$ cat config.mk
export PLATFORM = sky130hd
export DESIGN_NAME = flash_host
export DESIGN_NICKNAME = d
export VERILOG_FILES = /design/src/logic/flash_host.v /design/src/logic/spi_shift.v
export VERILOG_INCLUDE_DIRS = /design/src /design/src/logic
export SDC_FILE = /design/constraint.sdc
export NUM_CORES = 1
export LEC_CHECK = 0
export ABC_CLOCK_PERIOD_IN_PS = 6700
export BUFFER_PORTS_ARGS = -buffer_cell sky130_fd_sc_hd__buf_4
export CORE_MARGIN = 5
export CORE_UTILIZATION = 40
export CTS_BUF_LIST = sky130_fd_sc_hd__clkbuf_4 sky130_fd_sc_hd__clkbuf_8
export CTS_CLUSTER_DIAMETER = 30
export DETAILED_ROUTE_END_ITERATION = 6
export PLACE_DENSITY_LB_ADDON = 0.25
export RECOVER_POWER = 25
export SLEW_MARGIN = 20
export SYNTH_ARGS = -nofsm -noshare
export SYNTH_HDL_FRONTEND = slang
export SYNTH_SLANG_ARGS = --single-unit
$ cat constraint.sdc
create_clock -name clk -period 6.7 [get_ports clk]
set_input_delay 0.335 -clock clk [delete_from_list [all_inputs] [get_ports clk]]
set_output_delay 0.335 -clock clk [all_outputs]
set_load 0.05 [all_outputs]
$ cat src/logic/flash_host_defs.vh
`ifndef FLASH_HOST_DEFS_VH
`define FLASH_HOST_DEFS_VH

// register byte offsets on the apb side
`define REG_CMD        8'h00
`define REG_ADDR       8'h04
`define REG_WDATA      8'h08
`define REG_RDATA      8'h0C
`define REG_STATUS     8'h10
`define REG_CTRL       8'h14
`define REG_BYTES      8'h18

// status register fields
`define ST_BUSY_BIT    0
`define ST_RXV_BIT     1
`define ST_TXR_BIT     2
`define ST_RDY_BIT     3
`define ST_WPE_BIT     4
`define ST_PWR_BIT     5
`define ST_FLSH_BIT    6

// control register fields
`define CTRL_WP_BIT    0
`define CTRL_RST_BIT   1
`define CTRL_CPOL_BIT  2

// reset values
`define CTRL_RESET     3'h3

// device status bits
`define DEV_READY_BIT  7
`define DEV_COMP_BIT   6

// opcodes
`define OP_PROG_BUF1   8'h82
`define OP_PROG_BUF2   8'h85
`define OP_XFER_BUF1   8'h53
`define OP_XFER_BUF2   8'h55
`define OP_COMP_BUF1   8'h60
`define OP_COMP_BUF2   8'h61
`define OP_REWR_BUF1   8'h58
`define OP_REWR_BUF2   8'h59
`define OP_ARRAY_RD    8'h68
`define OP_ARRAY_RD3   8'hE8
`define OP_PAGE_RD     8'h52
`define OP_PAGE_RD3    8'hD2
`define OP_BUF1_RD     8'h54
`define OP_BUF1_RD3    8'hD4
`define OP_BUF2_RD     8'h56
`define OP_BUF2_RD3    8'hD6
`define OP_STAT_RD     8'h57
`define OP_STAT_RD3    8'hD7
`define OP_BUF1_WR     8'h84
`define OP_BUF2_WR     8'h87
`define OP_PGM_E_BUF1  8'h83
`define OP_PGM_E_BUF2  8'h86
`define OP_PGM_BUF1    8'h88
`define OP_PGM_BUF2    8'h89
`define OP_PAGE_ERASE  8'h81
`define OP_BLOCK_ERASE 8'h50

// timing
`define CLK_MHZ        100
`define PWRUP_MS       20
`define PWRUP_CYC      (`PWRUP_MS * 1000 * `CLK_MHZ)
`define SCK_HALF_CYC   4
`define CS_GAP_CYC     4
`define REWRITE_SPAN   10000

`endif

$ cat src/logic/flash_host.v
// The placing of the registers and register access over APB were left to the implementer.
`timescale 1ns/1ps
`include "flash_host_defs.vh"

module flash_host #(
  parameter PWRUP_CYCLES = `PWRUP_CYC
) (
  // clock and reset
  input  wire        clk,
  input  wire        srst,
  input  wire        ce,
  // apb slave
  input  wire        psel,
  input  wire        penable,
  input  wire        pwrite,
  input  wire [7:0]  paddr,
  input  wire [31:0] pwdata,
  output reg  [31:0] prdata_r,
  output reg         pready_r,
  output reg         pslverr_r,
  // flash pins
  output reg         cs_n_r,
  output reg         sck_r,
  output reg         si_r,
  input  wire        so,
  output reg         wp_n_r,
  output reg         reset_n_r,
  input  wire        rdy_busy
);

  ////////////////////////////////////////////////////////////////////////
  // states
  localparam [5:0] S_PWR  = 6'h01;
  localparam [5:0] S_IDLE = 6'h02;
  localparam [5:0] S_HDR  = 6'h04;
  localparam [5:0] S_DATA = 6'h08;
  localparam [5:0] S_END  = 6'h10;
  localparam [5:0] S_GAP  = 6'h20;

  // array operation: needs the device ready first
  function is_array;
    input [7:0] op;
    begin
      case (op)
        `OP_PROG_BUF1, `OP_PROG_BUF2, `OP_XFER_BUF1, `OP_XFER_BUF2,
        `OP_COMP_BUF1, `OP_COMP_BUF2, `OP_REWR_BUF1, `OP_REWR_BUF2,
        `OP_ARRAY_RD, `OP_ARRAY_RD3, `OP_PAGE_RD, `OP_PAGE_RD3,
        `OP_PGM_E_BUF1, `OP_PGM_E_BUF2, `OP_PGM_BUF1, `OP_PGM_BUF2,
        `OP_PAGE_ERASE, `OP_BLOCK_ERASE: is_array = 1'b1;
        default: is_array = 1'b0;
      endcase
    end
  endfunction

  // commands that reprogram the addressed page
  function is_prog;
    input [7:0] op;
    begin
      case (op)
        `OP_PROG_BUF1, `OP_PROG_BUF2, `OP_REWR_BUF1, `OP_REWR_BUF2,
        `OP_PGM_E_BUF1, `OP_PGM_E_BUF2, `OP_PGM_BUF1, `OP_PGM_BUF2,
        `OP_PAGE_ERASE, `OP_BLOCK_ERASE: is_prog = 1'b1;
        default: is_prog = 1'b0;
      endcase
    end
  endfunction

  ////////////////////////////////////////////////////////////////////////
  // input synchronisers
  reg so_m_r, so_s_r, rb_m_r, rb_s_r;

  always @(posedge clk) begin
    if (srst) begin
      so_m_r <= 1'b0;
      so_s_r <= 1'b0;
      rb_m_r <= 1'b1;
      rb_s_r <= 1'b1;
    end else if (ce) begin
      so_m_r <= so;
      so_s_r <= so_m_r;
      rb_m_r <= rdy_busy;
      rb_s_r <= rb_m_r;
    end
  end

  ////////////////////////////////////////////////////////////////////////
  // registers and state
  reg [5:0]  st_r;
  reg [7:0]  op_r;
  reg [23:0] addr_r;
  reg [8:0]  nbytes_r;
  reg [8:0]  cnt_r;
  reg [1:0]  hdr_r;
  reg [7:0]  wdata_r;
  reg        txr_r;
  reg [7:0]  rdata_r;
  reg        rxv_r;
  reg        wp_err_r;
  reg        flush_r;
  reg [2:0]  ctrl_r;
  reg [31:0] pwr_r;
  reg        pwr_done_r;
  reg        go_r;
  reg        is_rd_r;

  // shifter
  reg        sh_start_r;
  reg  [7:0] sh_tx_r;
  wire       sh_done;
  wire [7:0] sh_rx;
  wire       sh_sck;
  wire       sh_mosi;
  // shifter is idle between bytes
  reg        u_busy_r;
  wire       u_busy_n = ~u_busy_r & ~sh_start_r;

  spi_shift u_shift (
    .clk       (clk),
    .srst      (srst),
    .ce        (ce),
    .cpol      (ctrl_r[`CTRL_CPOL_BIT]),
    .start     (sh_start_r),
    .tx_byte   (sh_tx_r),
    .done_r    (sh_done),
    .rx_byte_r (sh_rx),
    .sck_r     (sh_sck),
    .mosi_r    (sh_mosi),
    .miso_s    (so_s_r)
  );

  wire acc = psel & penable & ~pready_r;
  wire wr  = acc & pwrite;
  wire rd  = acc & ~pwrite;
  wire [11:0] page = addr_r[20:9];
  // pages below 256 are protected while write-protect is driven low
  wire prot_hit = is_prog(op_r) & ~ctrl_r[`CTRL_WP_BIT] & (page[11:8] == 4'h0);

  ////////////////////////////////////////////////////////////////////////
  // apb slave, one wait state
  always @(posedge clk) begin
    if (srst) begin
      prdata_r  <= 32'h0000_0000;
      pready_r  <= 1'b0;
      pslverr_r <= 1'b0;
    end else if (ce) begin
      pready_r  <= acc;
      pslverr_r <= 1'b0;
      prdata_r  <= 32'h0000_0000;
      if (acc) begin
        case (paddr)
          `REG_CMD:    prdata_r <= {24'h000000, op_r};
          `REG_ADDR:   prdata_r <= {8'h00, addr_r};
          `REG_RDATA:  prdata_r <= {24'h000000, rdata_r};
          `REG_BYTES:  prdata_r <= {23'h0, nbytes_r};
          `REG_CTRL:   prdata_r <= {29'h0, ctrl_r};
          // a command still waiting for the ready pin counts as busy
          `REG_STATUS: prdata_r <= {25'h0, flush_r, ~pwr_done_r, wp_err_r, rb_s_r, txr_r, rxv_r,
                                    ((st_r != S_IDLE) | go_r)};
          `REG_WDATA:  prdata_r <= {24'h000000, wdata_r};
          default:     pslverr_r <= 1'b1;
        endcase
      end
    end
  end

  ////////////////////////////////////////////////////////////////////////
  // command sequencer
  always @(posedge clk) begin
    if (srst) begin
      st_r       <= S_PWR;
      op_r       <= 8'h00;
      addr_r     <= 24'h000000;
      nbytes_r   <= 9'h000;
      cnt_r      <= 9'h000;
      hdr_r      <= 2'h0;
      wdata_r    <= 8'h00;
      txr_r      <= 1'b0;
      rdata_r    <= 8'h00;
      rxv_r      <= 1'b0;
      wp_err_r   <= 1'b0;
      flush_r    <= 1'b0;
      ctrl_r     <= `CTRL_RESET;
      pwr_r      <= 32'h0000_0000;
      pwr_done_r <= 1'b0;
      go_r       <= 1'b0;
      is_rd_r    <= 1'b0;
      sh_start_r <= 1'b0;
      sh_tx_r    <= 8'h00;
    end else if (ce) begin
      sh_start_r <= 1'b0;
      // register writes
      if (wr && paddr == `REG_ADDR) addr_r <= pwdata[23:0];
      if (wr && paddr == `REG_BYTES) nbytes_r <= pwdata[8:0];
      if (wr && paddr == `REG_CTRL) ctrl_r <= pwdata[2:0];
      if (wr && paddr == `REG_STATUS && pwdata[`ST_WPE_BIT]) wp_err_r <= 1'b0;
      if (wr && paddr == `REG_CMD && st_r == S_IDLE) begin
        op_r    <= pwdata[7:0];
        go_r    <= 1'b1;
        is_rd_r <= pwdata[8];
      end
      if (rd && paddr == `REG_RDATA) rxv_r <= 1'b0;
      case (st_r)
        S_PWR: begin
          pwr_r <= pwr_r + 32'h1;
          if (pwr_r >= PWRUP_CYCLES - 1) begin
            pwr_done_r <= 1'b1;
            st_r       <= S_IDLE;
          end
        end
        S_IDLE: begin
          // array commands wait for the ready pin before chip select falls
          if (go_r && ctrl_r[`CTRL_RST_BIT] && (!is_array(op_r) || rb_s_r)) begin
            go_r <= 1'b0;
            if (prot_hit) begin
              wp_err_r <= 1'b1;
            end else begin
              st_r       <= S_HDR;
              hdr_r      <= 2'h0;
              sh_tx_r    <= op_r;
              sh_start_r <= 1'b1;
            end
          end
        end
        S_HDR: begin
          // three address bytes follow the opcode for all but status read
          if (sh_done) begin
            if (op_r == `OP_STAT_RD || op_r == `OP_STAT_RD3 || hdr_r == 2'h3) begin
              st_r  <= (nbytes_r == 9'h000) ? S_END : S_DATA;
              cnt_r <= 9'h000;
              if (nbytes_r != 9'h000 && !is_rd_r) begin
                if (txr_r) begin
                  sh_tx_r    <= wdata_r;
                  txr_r      <= 1'b0;
                  sh_start_r <= 1'b1;
                end
              end else if (nbytes_r != 9'h000) begin
                sh_tx_r    <= 8'h00;
                sh_start_r <= 1'b1;
              end
            end else begin
              hdr_r      <= hdr_r + 2'h1;
              // reserved, page, offset
              sh_tx_r    <= (hdr_r == 2'h0) ? addr_r[23:16] : (hdr_r == 2'h1) ? addr_r[15:8] : addr_r[7:0];
              sh_start_r <= 1'b1;
            end
          end
        end
        S_DATA: begin
          // write bytes wait for software; read bytes after the first wait for rdata drained
          if (sh_done) begin
            cnt_r <= cnt_r + 9'h1;
            if (is_rd_r) begin
              rdata_r <= sh_rx;
              rxv_r   <= 1'b1;
              if (rxv_r) flush_r <= 1'b1;
            end
            if (cnt_r + 9'h1 == nbytes_r) st_r <= S_END;
          end else if (!sh_start_r && cnt_r != nbytes_r && !is_rd_r && txr_r && go_r == 1'b0 &&
                       u_busy_n && cnt_r != 9'h000) begin
            sh_tx_r    <= wdata_r;
            txr_r      <= 1'b0;
            sh_start_r <= 1'b1;
          end else if (!sh_start_r && cnt_r == 9'h000 && !is_rd_r && txr_r && u_busy_n) begin
            sh_tx_r    <= wdata_r;
            txr_r      <= 1'b0;
            sh_start_r <= 1'b1;
          end else if (!sh_start_r && is_rd_r && !rxv_r && u_busy_n && cnt_r != 9'h000) begin
            sh_tx_r    <= 8'h00;
            sh_start_r <= 1'b1;
          end
        end
        S_END: begin
          // chip select rise launches the self-timed operation in the device
          cnt_r <= 9'h000;
          st_r  <= S_GAP;
        end
        S_GAP: begin
          cnt_r <= cnt_r + 9'h1;
          if ({23'h0, cnt_r} == `CS_GAP_CYC) st_r <= S_IDLE;
        end
        default: st_r <= S_IDLE;
      endcase
      // a byte written while its predecessor is taken stays pending
      if (wr && paddr == `REG_WDATA) begin
        wdata_r <= pwdata[7:0];
        txr_r   <= 1'b1;
      end
    end
  end

  // shifter busy from its start until its done pulse
  always @(posedge clk) begin
    if (srst) u_busy_r <= 1'b0;
    else if (ce) begin
      if (sh_start_r) u_busy_r <= 1'b1;
      else if (sh_done) u_busy_r <= 1'b0;
    end
  end

  ////////////////////////////////////////////////////////////////////////
  // pins
  always @(posedge clk) begin
    if (srst) begin
      cs_n_r    <= 1'b1;
      sck_r     <= 1'b1;
      si_r      <= 1'b0;
      wp_n_r    <= 1'b1;
      reset_n_r <= 1'b1;
    end else if (ce) begin
      // chip select low only across header and data
      cs_n_r    <= ~(st_r == S_HDR || st_r == S_DATA);
      // idle clock level sets the mode the device picks at select fall
      sck_r     <= sh_sck;
      si_r      <= sh_mosi;
      wp_n_r    <= ctrl_r[`CTRL_WP_BIT];
      reset_n_r <= ctrl_r[`CTRL_RST_BIT];
    end
  end

endmodule // flash_host

$ cat src/logic/spi_shift.v
`timescale 1ns/1ps
`include "flash_host_defs.vh"

// one-byte shifter that makes the serial clock from clk by a divider
module spi_shift (
  // clock and reset
  input  wire       clk,
  input  wire       srst,
  input  wire       ce,
  // control
  input  wire       cpol,
  input  wire       start,
  input  wire [7:0] tx_byte,
  output reg        done_r,
  output reg  [7:0] rx_byte_r,
  // pins
  output reg        sck_r,
  output reg        mosi_r,
  input  wire       miso_s
);

  reg [2:0] div_r;
  reg [3:0] edge_r;
  reg [7:0] sh_r;
  reg       run_r;
  reg       pol_r;  // idle clock level latched for the whole byte

  // msb first, data set while clock low, sampled on rising edge
  always @(posedge clk) begin
    if (srst) begin
      div_r     <= 3'h0;
      edge_r    <= 4'h0;
      sh_r      <= 8'h00;
      run_r     <= 1'b0;
      pol_r     <= 1'b0;
      done_r    <= 1'b0;
      rx_byte_r <= 8'h00;
      sck_r     <= 1'b1;
      mosi_r    <= 1'b0;
    end else if (ce) begin
      done_r <= 1'b0;
      if (!run_r) begin
        sck_r <= cpol;
        if (start) begin
          run_r  <= 1'b1;
          pol_r  <= cpol;
          div_r  <= 3'h0;
          edge_r <= 4'h0;
          if (cpol) begin
            // idle-high clock: msb leaves on the first falling edge
            sh_r <= tx_byte;
          end else begin
            sh_r   <= {tx_byte[6:0], 1'b0};
            mosi_r <= tx_byte[7];
          end
        end
      end else if ({29'h0, div_r} == `SCK_HALF_CYC - 1) begin
        div_r  <= 3'h0;
        edge_r <= edge_r + 4'h1;
        if (edge_r[0] == pol_r) begin
          // rising edge: device samples input here
          sck_r     <= 1'b1;
          rx_byte_r <= {rx_byte_r[6:0], miso_s};
        end else begin
          // falling edge: device moves output, we move input
          sck_r  <= 1'b0;
          mosi_r <= sh_r[7];
          sh_r   <= {sh_r[6:0], 1'b0};
        end
        // sixteen half periods make one byte in either clock polarity
        if (edge_r == 4'hF) begin
          run_r  <= 1'b0;
          done_r <= 1'b1;
        end
      end else begin
        div_r <= div_r + 3'h1;
      end
    end
  end

endmodule // spi_shift

==> results of run 1 <==
-- layer usage --
metal  vias to the layer above  GRT usage  share of wire  wire [microns]
li1                       3885          -              -               -
met1                      3664      0.260           0.49           11400
met2                       198      0.274           0.45           10500
met3                        20     0.0408          0.054            1280
met4                         0     0.0372          0.011             252
met5                         -          0              0               0
-- cells in the mapped netlist, types with 3 or more instances --
cell type    n  area [sq um]
buf_2       12          60.1
or3_1        5          31.3
o31ai_1      4          30.0
nand3_1     25           125
nor2b_1     11          68.8
ha_1         8           100
nor3_1      17          85.1
o21ai_0     29           145
nor2_1     163           612
and2_1       4          25.0
a221oi_1     8          70.1
clkbuf_1    53           199
xnor2_1     20           175
buf_1        4          15.0
a22oi_1     35           263
mux2i_1     72           721
buf_4       10          75.1
or4_1        5          37.5
nor3b_1      3          22.5
a31oi_1     12          75.1
nor4b_1      4          35.0
and4_1       5          43.8
o21a_1       3          22.5
nand2b_1     7          43.8
a21oi_1     84           420
a211oi_1     4          30.0
nor4_1      12          75.1
nand2_1    137           514
a222oi_1     3          30.0
o211ai_1    16           120
inv_1       26          97.6
dfxtp_1    189          3780
and3_1       7          43.8
a21o_1       4          30.0
nand4_1     19           119
xor2_1      33           289
nor4_2       6          75.1
-- worst max-delay path: cells and delay by family --
| family | cells | cell delay [ps] |
|---|---|---|
| and+or+nand+nor | 1 | 190 |
| buffers and inverters | 2 | 3450 |
| muxes | 1 | 300 |
-- power groups by stage --
stage | Sequential [uW] | Clock [uW] | Combinational [uW]
after floorplan | 1170 | 0 | 115
after CTS | 1160 | 795 | 158
final | 1160 | 774 | 157
after global routing | 1160 | 843 | 172
after global placement | 1180 | 0 | 155
after detailed placement | 1180 | 0 | 157
-- layout make-up --
cell class,instances,area (sq um)
well taps,285,357
clock buffers,18,248
clock inverters,14,151
flip-flops and latches,189,3780
fillers,2285,12500
multi-input cells,812,4880
repair buffers,74,432
inverters,27,101
-- logic make-up after synthesis --
group	after synthesis
DFF	189
xor gates and xnor gates	53
other	1
AOI/OAI and AO/OA	223
and+or+nand+nor	447
muxes	73
buffers and inverters	106
adders and majority gates	8
-- stage by stage --
stage                     setup slack, ps  hold WS, ps   util  cells
final                                2730         60.4  0.442   1419
after CTS                            3920         42.2  0.448   1419
after global placement               3450          432  0.430   1387
after detailed placement             3410          441  0.430   1387
after global routing                 2280         52.6  0.442   1419
after floorplan                      4490          420      -   1107
-- sequential cells by signal, summed over array words and instances, names as in the netlist, 2 cells and up --
register and cells:
pwr_r 32, nbytes_r 9, u_shift.div_r 3, addr_r 24
u_shift.edge_r 4, wdata_r 8, sh_tx_r 8, op_r 8
prdata_r 24, ctrl_r 3, hdr_r 2, u_shift.sh_r 8
u_shift.rx_byte_r 8, cnt_r 9, st_r 6, rdata_r 8
-- worst max-delay path by stage --
stage	startpoint	to
floorplan	paddr[0]	is_rd_r
global placement	paddr[0]	addr_r[22]
detailed placement	paddr[0]	addr_r[18]
CTS	pready_r	addr_r[18]
global route	srst	cnt_r[0]
finish	srst	hdr_r[0]
==> results.sh, run 1 <==
export IMPL_synth_avg_cell_area_sq_um=8.26
export IMPL_gpl_final_weighted_congestion=0.876
export IMPL_worst_setup_path_type="primary input to flop"
export IMPL_nets=1177
export IMPL_ys_types=71
export IMPL_power_total_uw=2090
export IMPL_arrival_ps=4330
export IMPL_finClkSkew_ps=16.7
export IMPL_netlist_area_sq_um=9090
export IMPL_final_cell_mix="dfxtp_1, nor2_1, nand2_1"
export IMPL_insertion_delay_ps=490
export IMPL_yosysSeqAreaShare=0.416
export IMPL_crit_chain="clkbuf_1 > buf_4 > nor4_1 > mux2_2"
export IMPL_p_int_uw=1510
export IMPL_dp_hpwl_microns=16600
export IMPL_antenna_found_initial=0
export IMPL_port_buffers=70
export IMPL_io_pins=87
export IMPL_synth_ff_type="dfxtp_1"
export IMPL_combPwrFrac=0.075
export IMPL_cts_max_path_buffers=2
export IMPL_final_hold_violation_count=0
export IMPL_holdPathStages=3
export IMPL_synthMuxAreaShare=0.0805
export IMPL_synth_seq_cells=189
export IMPL_core_area_sq_um=22500
export IMPL_p_leak_uw=0.00340
export IMPL_fmax_mhz=252
export IMPL_slew_viol_final=115
export IMPL_cts_sinks=189
export IMPL_worst_pin_slew_ps=3560
export IMPL_drive_above_1_share=0.0802
export IMPL_cts_root_buffer="clkbuf_8"
export IMPL_cts_hold_buffers=0
export IMPL_path_clk_slew_ps=100
export IMPL_routedWlPerCell_microns=16.5
export IMPL_final_common_cell="dfxtp_1"
export IMPL_p_per_area_nw_per_um2=210
export IMPL_synth_top_family_by_area="simple AND/OR/NAND/NOR gates"
export IMPL_sequentialPowerShare=0.554
export IMPL_worstPathMaxFanout=81
export IMPL_grt_pass1_vias=7176
export IMPL_row_count=55
export IMPL_failed_checks="max-capacitance violations, max-slew violations"
export IMPL_area_growth_pct=9.57
export IMPL_ir_drop_v=0.000116
export IMPL_synth_xor_area_frac=0.0511
export IMPL_die_area_sq_um=25800
export IMPL_slew_headroom=-1.38
export IMPL_viasPerCell=5.47
export IMPL_vias=7767
export IMPL_cp_end_kind="flop"
export IMPL_rrSetupSlack_ps=3850
export IMPL_cp_required_ps=7070
export IMPL_reg2reg_to="addr_r[21]"
export IMPL_yosys_warnings=0
export IMPL_switching_share=0.278
export IMPL_cap_violations=2
export IMPL_dr_pass1_iters=5
export IMPL_dieHeight_microns=161
export IMPL_switching_power_uw=579
export IMPL_min_path_type="primary input to flop"
export IMPL_gr_usage_all_layers=0.179
export IMPL_chipWidth_microns=161
export IMPL_synth_edf_count=0
export IMPL_stdcell_area_sq_um=9960
export IMPL_slowest_stage="clkbuf_1"
export IMPL_cts_max_level=4
export IMPL_synthSimpleGateAreaFrac=0.233
export IMPL_final_period_utilization=0.592
export IMPL_synthArstFlopShare=0
export IMPL_p_clk_frac=0.371
export IMPL_drt_initial_drc_count=545
export IMPL_floorplan_initialDensity=0.404
export IMPL_grt_max_degree=82
export IMPL_antennaDiodeCount=0
export IMPL_worstSetupStartpointType="primary input"
export IMPL_outcome="complete, but fails checks"
export IMPL_cts_tree="built"
export IMPL_rr_worst_depth=5
export IMPL_synth_adder_area_share=0.0110
export IMPL_ant_nets=0
export IMPL_rsz0062_at_grt="false"
export IMPL_cts_made_buffers=17
export IMPL_fin_setup_tns_ps=0
export IMPL_syn_inst=1100
export IMPL_ctsResizeCount=0
export IMPL_grt_overflow=0
export IMPL_totalWireLength_microns=23500
export IMPL_route_detailed_drc=0
export IMPL_dpl_cell_area_sq_um=9680
export IMPL_hold_end="rb_m_r"
export IMPL_synth_compound_area_share=0.158
export IMPL_setup_violations=0
export IMPL_cts_setup_buffers=0
export IMPL_max_stage_delay_ps=2470
export IMPL_grt_pass1_wl_microns=37900
export IMPL_period_minus_slack_ps=3970
export IMPL_hold_start="rdy_busy"
export IMPL_r2r_start="pready_r"
(Power assumes the default switching activity.)
==> run 2: changes to the inputs <==
--- a/config.mk
+++ b/config.mk
@@ -6,7 +6,7 @@
 export SDC_FILE = /design/constraint.sdc
 export NUM_CORES = 1
 export LEC_CHECK = 0
-export ABC_CLOCK_PERIOD_IN_PS = 6700
+export ABC_CLOCK_PERIOD_IN_PS = 3960
 export BUFFER_PORTS_ARGS = -buffer_cell sky130_fd_sc_hd__buf_4
 export CORE_MARGIN = 5
 export CORE_UTILIZATION = 40
==> constraint.sdc (replaced) <==
create_clock -name clk -period 3.96 [get_ports clk]
set_input_delay 0.198 -clock clk [delete_from_list [all_inputs] [get_ports clk]]
set_output_delay 0.198 -clock clk [all_outputs]
set_load 0.05 [all_outputs]
==> run 2 against run 1 <==
The run still ends with max-capacitance violations, max-slew violations left. Count of clock-buffer cells in the layout is the same. Total power grew 74%. Sequential power grew 68%. Hold slack gained 69 ps. Via count grew 1.4%. Combinational power grew 84%. Routed wire length grew 0.63%. Sequential share of layout area shrank 1.2 points. First-iteration DRC count grew 5.7%. Final cell count grew 2.1%. Global-route usage grew 0.21 points. Critical path type is now flop to flop. Critical endpoint is now sh_tx_r[5]. Largest power group unchanged. Highest routed layer unchanged.
==> results.sh, run 2 (synthesized netlist as in run 1, its figures left out) <==
export IMPL_p_per_area_nw_per_um2=353
export IMPL_cts_made_buffers=17
export IMPL_totalWireLength_microns=23600
export IMPL_min_path_type="primary input to flop"
export IMPL_largest_register="pwr_r"
export IMPL_viasPerCell=5.43
export IMPL_holdPathStages=4
export IMPL_p_leak_uw=0.00355
export IMPL_final_hold_violation_count=0
export IMPL_setup_ws_ps=1200
export IMPL_switching_share=0.260
export IMPL_cts_max_level=4
export IMPL_cap_violations=1
export IMPL_fin_setup_tns_ps=0
export IMPL_grt_pass1_wl_microns=38800
export IMPL_p_clk_frac=0.382
export IMPL_final_period_utilization=0.696
export IMPL_grt_overflow=0
export IMPL_die_area_sq_um=25800
export IMPL_area_growth_pct=13.2
export IMPL_cp_end_kind="flop"
export IMPL_cts_tree="built"
export IMPL_final_cell_mix="dfxtp_1, nor2_1, nand2_1"
export IMPL_chipWidth_microns=161
export IMPL_reg_top3="pwr_r: 32 flops, addr_r: 24 flops, prdata_r: 24 flops"
export IMPL_worst_setup_path_type="flop to flop"
export IMPL_drive_above_1_share=0.0825
export IMPL_sequentialPowerShare=0.539
export IMPL_nets=1208
export IMPL_outcome="complete, but fails checks"
export IMPL_cp_required_ps=4330
export IMPL_slowest_stage="dfxtp_1"
export IMPL_final_common_cell="dfxtp_1"
export IMPL_reg2reg_to="sh_tx_r[5]"
export IMPL_cts_sinks=189
export IMPL_cts_root_buffer="clkbuf_8"
export IMPL_path_clk_slew_ps=110
export IMPL_fmax_mhz=363
export IMPL_ir_drop_v=0.000240
export IMPL_rrSetupSlack_ps=1200
export IMPL_dr_pass1_iters=6
export IMPL_switching_power_uw=945
export IMPL_antennaDiodeCount=0
export IMPL_vias=7873
export IMPL_grt_pass1_vias=7316
export IMPL_ctsResizeCount=0
export IMPL_crit_chain="or3b_2 > a2111oi_0 > o211ai_1 > a21o_1 > nand4_1 > mux2i_1"
export IMPL_place_ws_ps=1210
export IMPL_cts_setup_buffers=0
export IMPL_port_buffers=70
export IMPL_combPwrFrac=0.080
export IMPL_row_count=55
export IMPL_grt_max_degree=85
export IMPL_worst_pin_slew_ps=1620
export IMPL_antenna_found_initial=0
export IMPL_floorplan_initialDensity=0.404
export IMPL_rr_worst_depth=6
export IMPL_arrival_ps=3130
export IMPL_gpl_final_weighted_congestion=0.914
export IMPL_slew_headroom=-0.0770
export IMPL_hold_end="addr_r[4]"
export IMPL_max_stage_delay_ps=510
export IMPL_slew_viol_final=77
export IMPL_cts_max_path_buffers=2
export IMPL_hold_start="pwrite"
export IMPL_dp_hpwl_microns=16500
export IMPL_setup_violations=0
export IMPL_io_pins=87
export IMPL_p_int_uw=2680
export IMPL_routedWlPerCell_microns=16.3
export IMPL_ant_nets=0
export IMPL_drt_initial_drc_count=576
export IMPL_dieHeight_microns=161
export IMPL_route_detailed_drc=0
export IMPL_period_minus_slack_ps=2760
export IMPL_worstSetupStartpointType="flop"
export IMPL_failed_checks="max-capacitance violations, max-slew violations"
export IMPL_cts_hold_buffers=25
export IMPL_gr_usage_all_layers=0.181
export IMPL_rsz0062_at_grt="false"
export IMPL_worstPathMaxFanout=9
export IMPL_largest_reg_flops=32
export IMPL_num_fill_cells=2265
export IMPL_insertion_delay_ps=470
export IMPL_core_area_sq_um=22500
export IMPL_r2r_start="op_r[6]"
export IMPL_finClkSkew_ps=17.2
run 2: changes by cell type in the layout (fill, tap and decap cells not counted), moves of 2 or more:
cell	previous run	this run
clkbuf_4	0	2
bufinv_16	1	3
dlygate4sd3_1	0	26
buf_4	41	44
run 2: power by group through the flow:
stage,clock [uW],combinational (uW),sequential (uW)
2_1_floorplan,0,194,1990
3_3_place_gp,0,264,2000
3_5_place_dp,0,265,2000
4_1_cts,1420,289,1950
5_1_grt,1510,316,1960
6_report,1380,289,1950
run 2: cell type report:
cell class              instances  area (sq um)  area share
repair buffers                105           731      0.0711
clock inverters                13           179      0.0174
inverters                      27           101     0.00986
clock buffers                  18           248      0.0241
multi-input cells             812          4880       0.475
well taps                     285           357      0.0347
flip-flops and latches        189          3780       0.368
run 2: worst max-delay path by stage:
| stage | slack [ps] | depth (start not counted) | to | startpoint |
|---|---|---|---|---|
| after detailed placement | 1210 | 7 | txr_r | paddr[0] |
| after CTS | 1230 | 6 | sh_tx_r[5] | op_r[6] |
| final | 1200 | 6 | sh_tx_r[5] | op_r[6] |
| after global routing | 1000 | 7 | cnt_r[8] | st_r[5] |
| after floorplan | 1770 | 8 | sh_tx_r[0] | nbytes_r[2] |
| after global placement | 1190 | 7 | txr_r | paddr[0] |
run 2: per-stage QoR:
stage	instance area, sq um	hold slack, ps	util	total power [uW]	std cells
after floorplan	9110	326	-	2180	1107
after global placement	9720	420	0.432	2260	1392
after detailed placement	9720	429	0.432	2260	1392
after CTS	10400	3.38	0.462	3660	1448
after global routing	10300	113	0.457	3780	1449
final	10300	129	0.457	3630	1449
run 2: critical path, delay by kind of cell (launching register included):
family,cells,cell delay (ps)
simple gates,2,990
mux,1,250
flops,1,510
compound gates,3,910
run 2: routing by layer:
metal / wire length [microns] / global-route usage / vias up
li1: - / - / 3951
met1: 11500 / 0.262 / 3663
met2: 10200 / 0.271 / 215
met3: 1380 / 0.0382 / 44
met4: 535 / 0.0551 / 0
met5: 0 / 0 / -
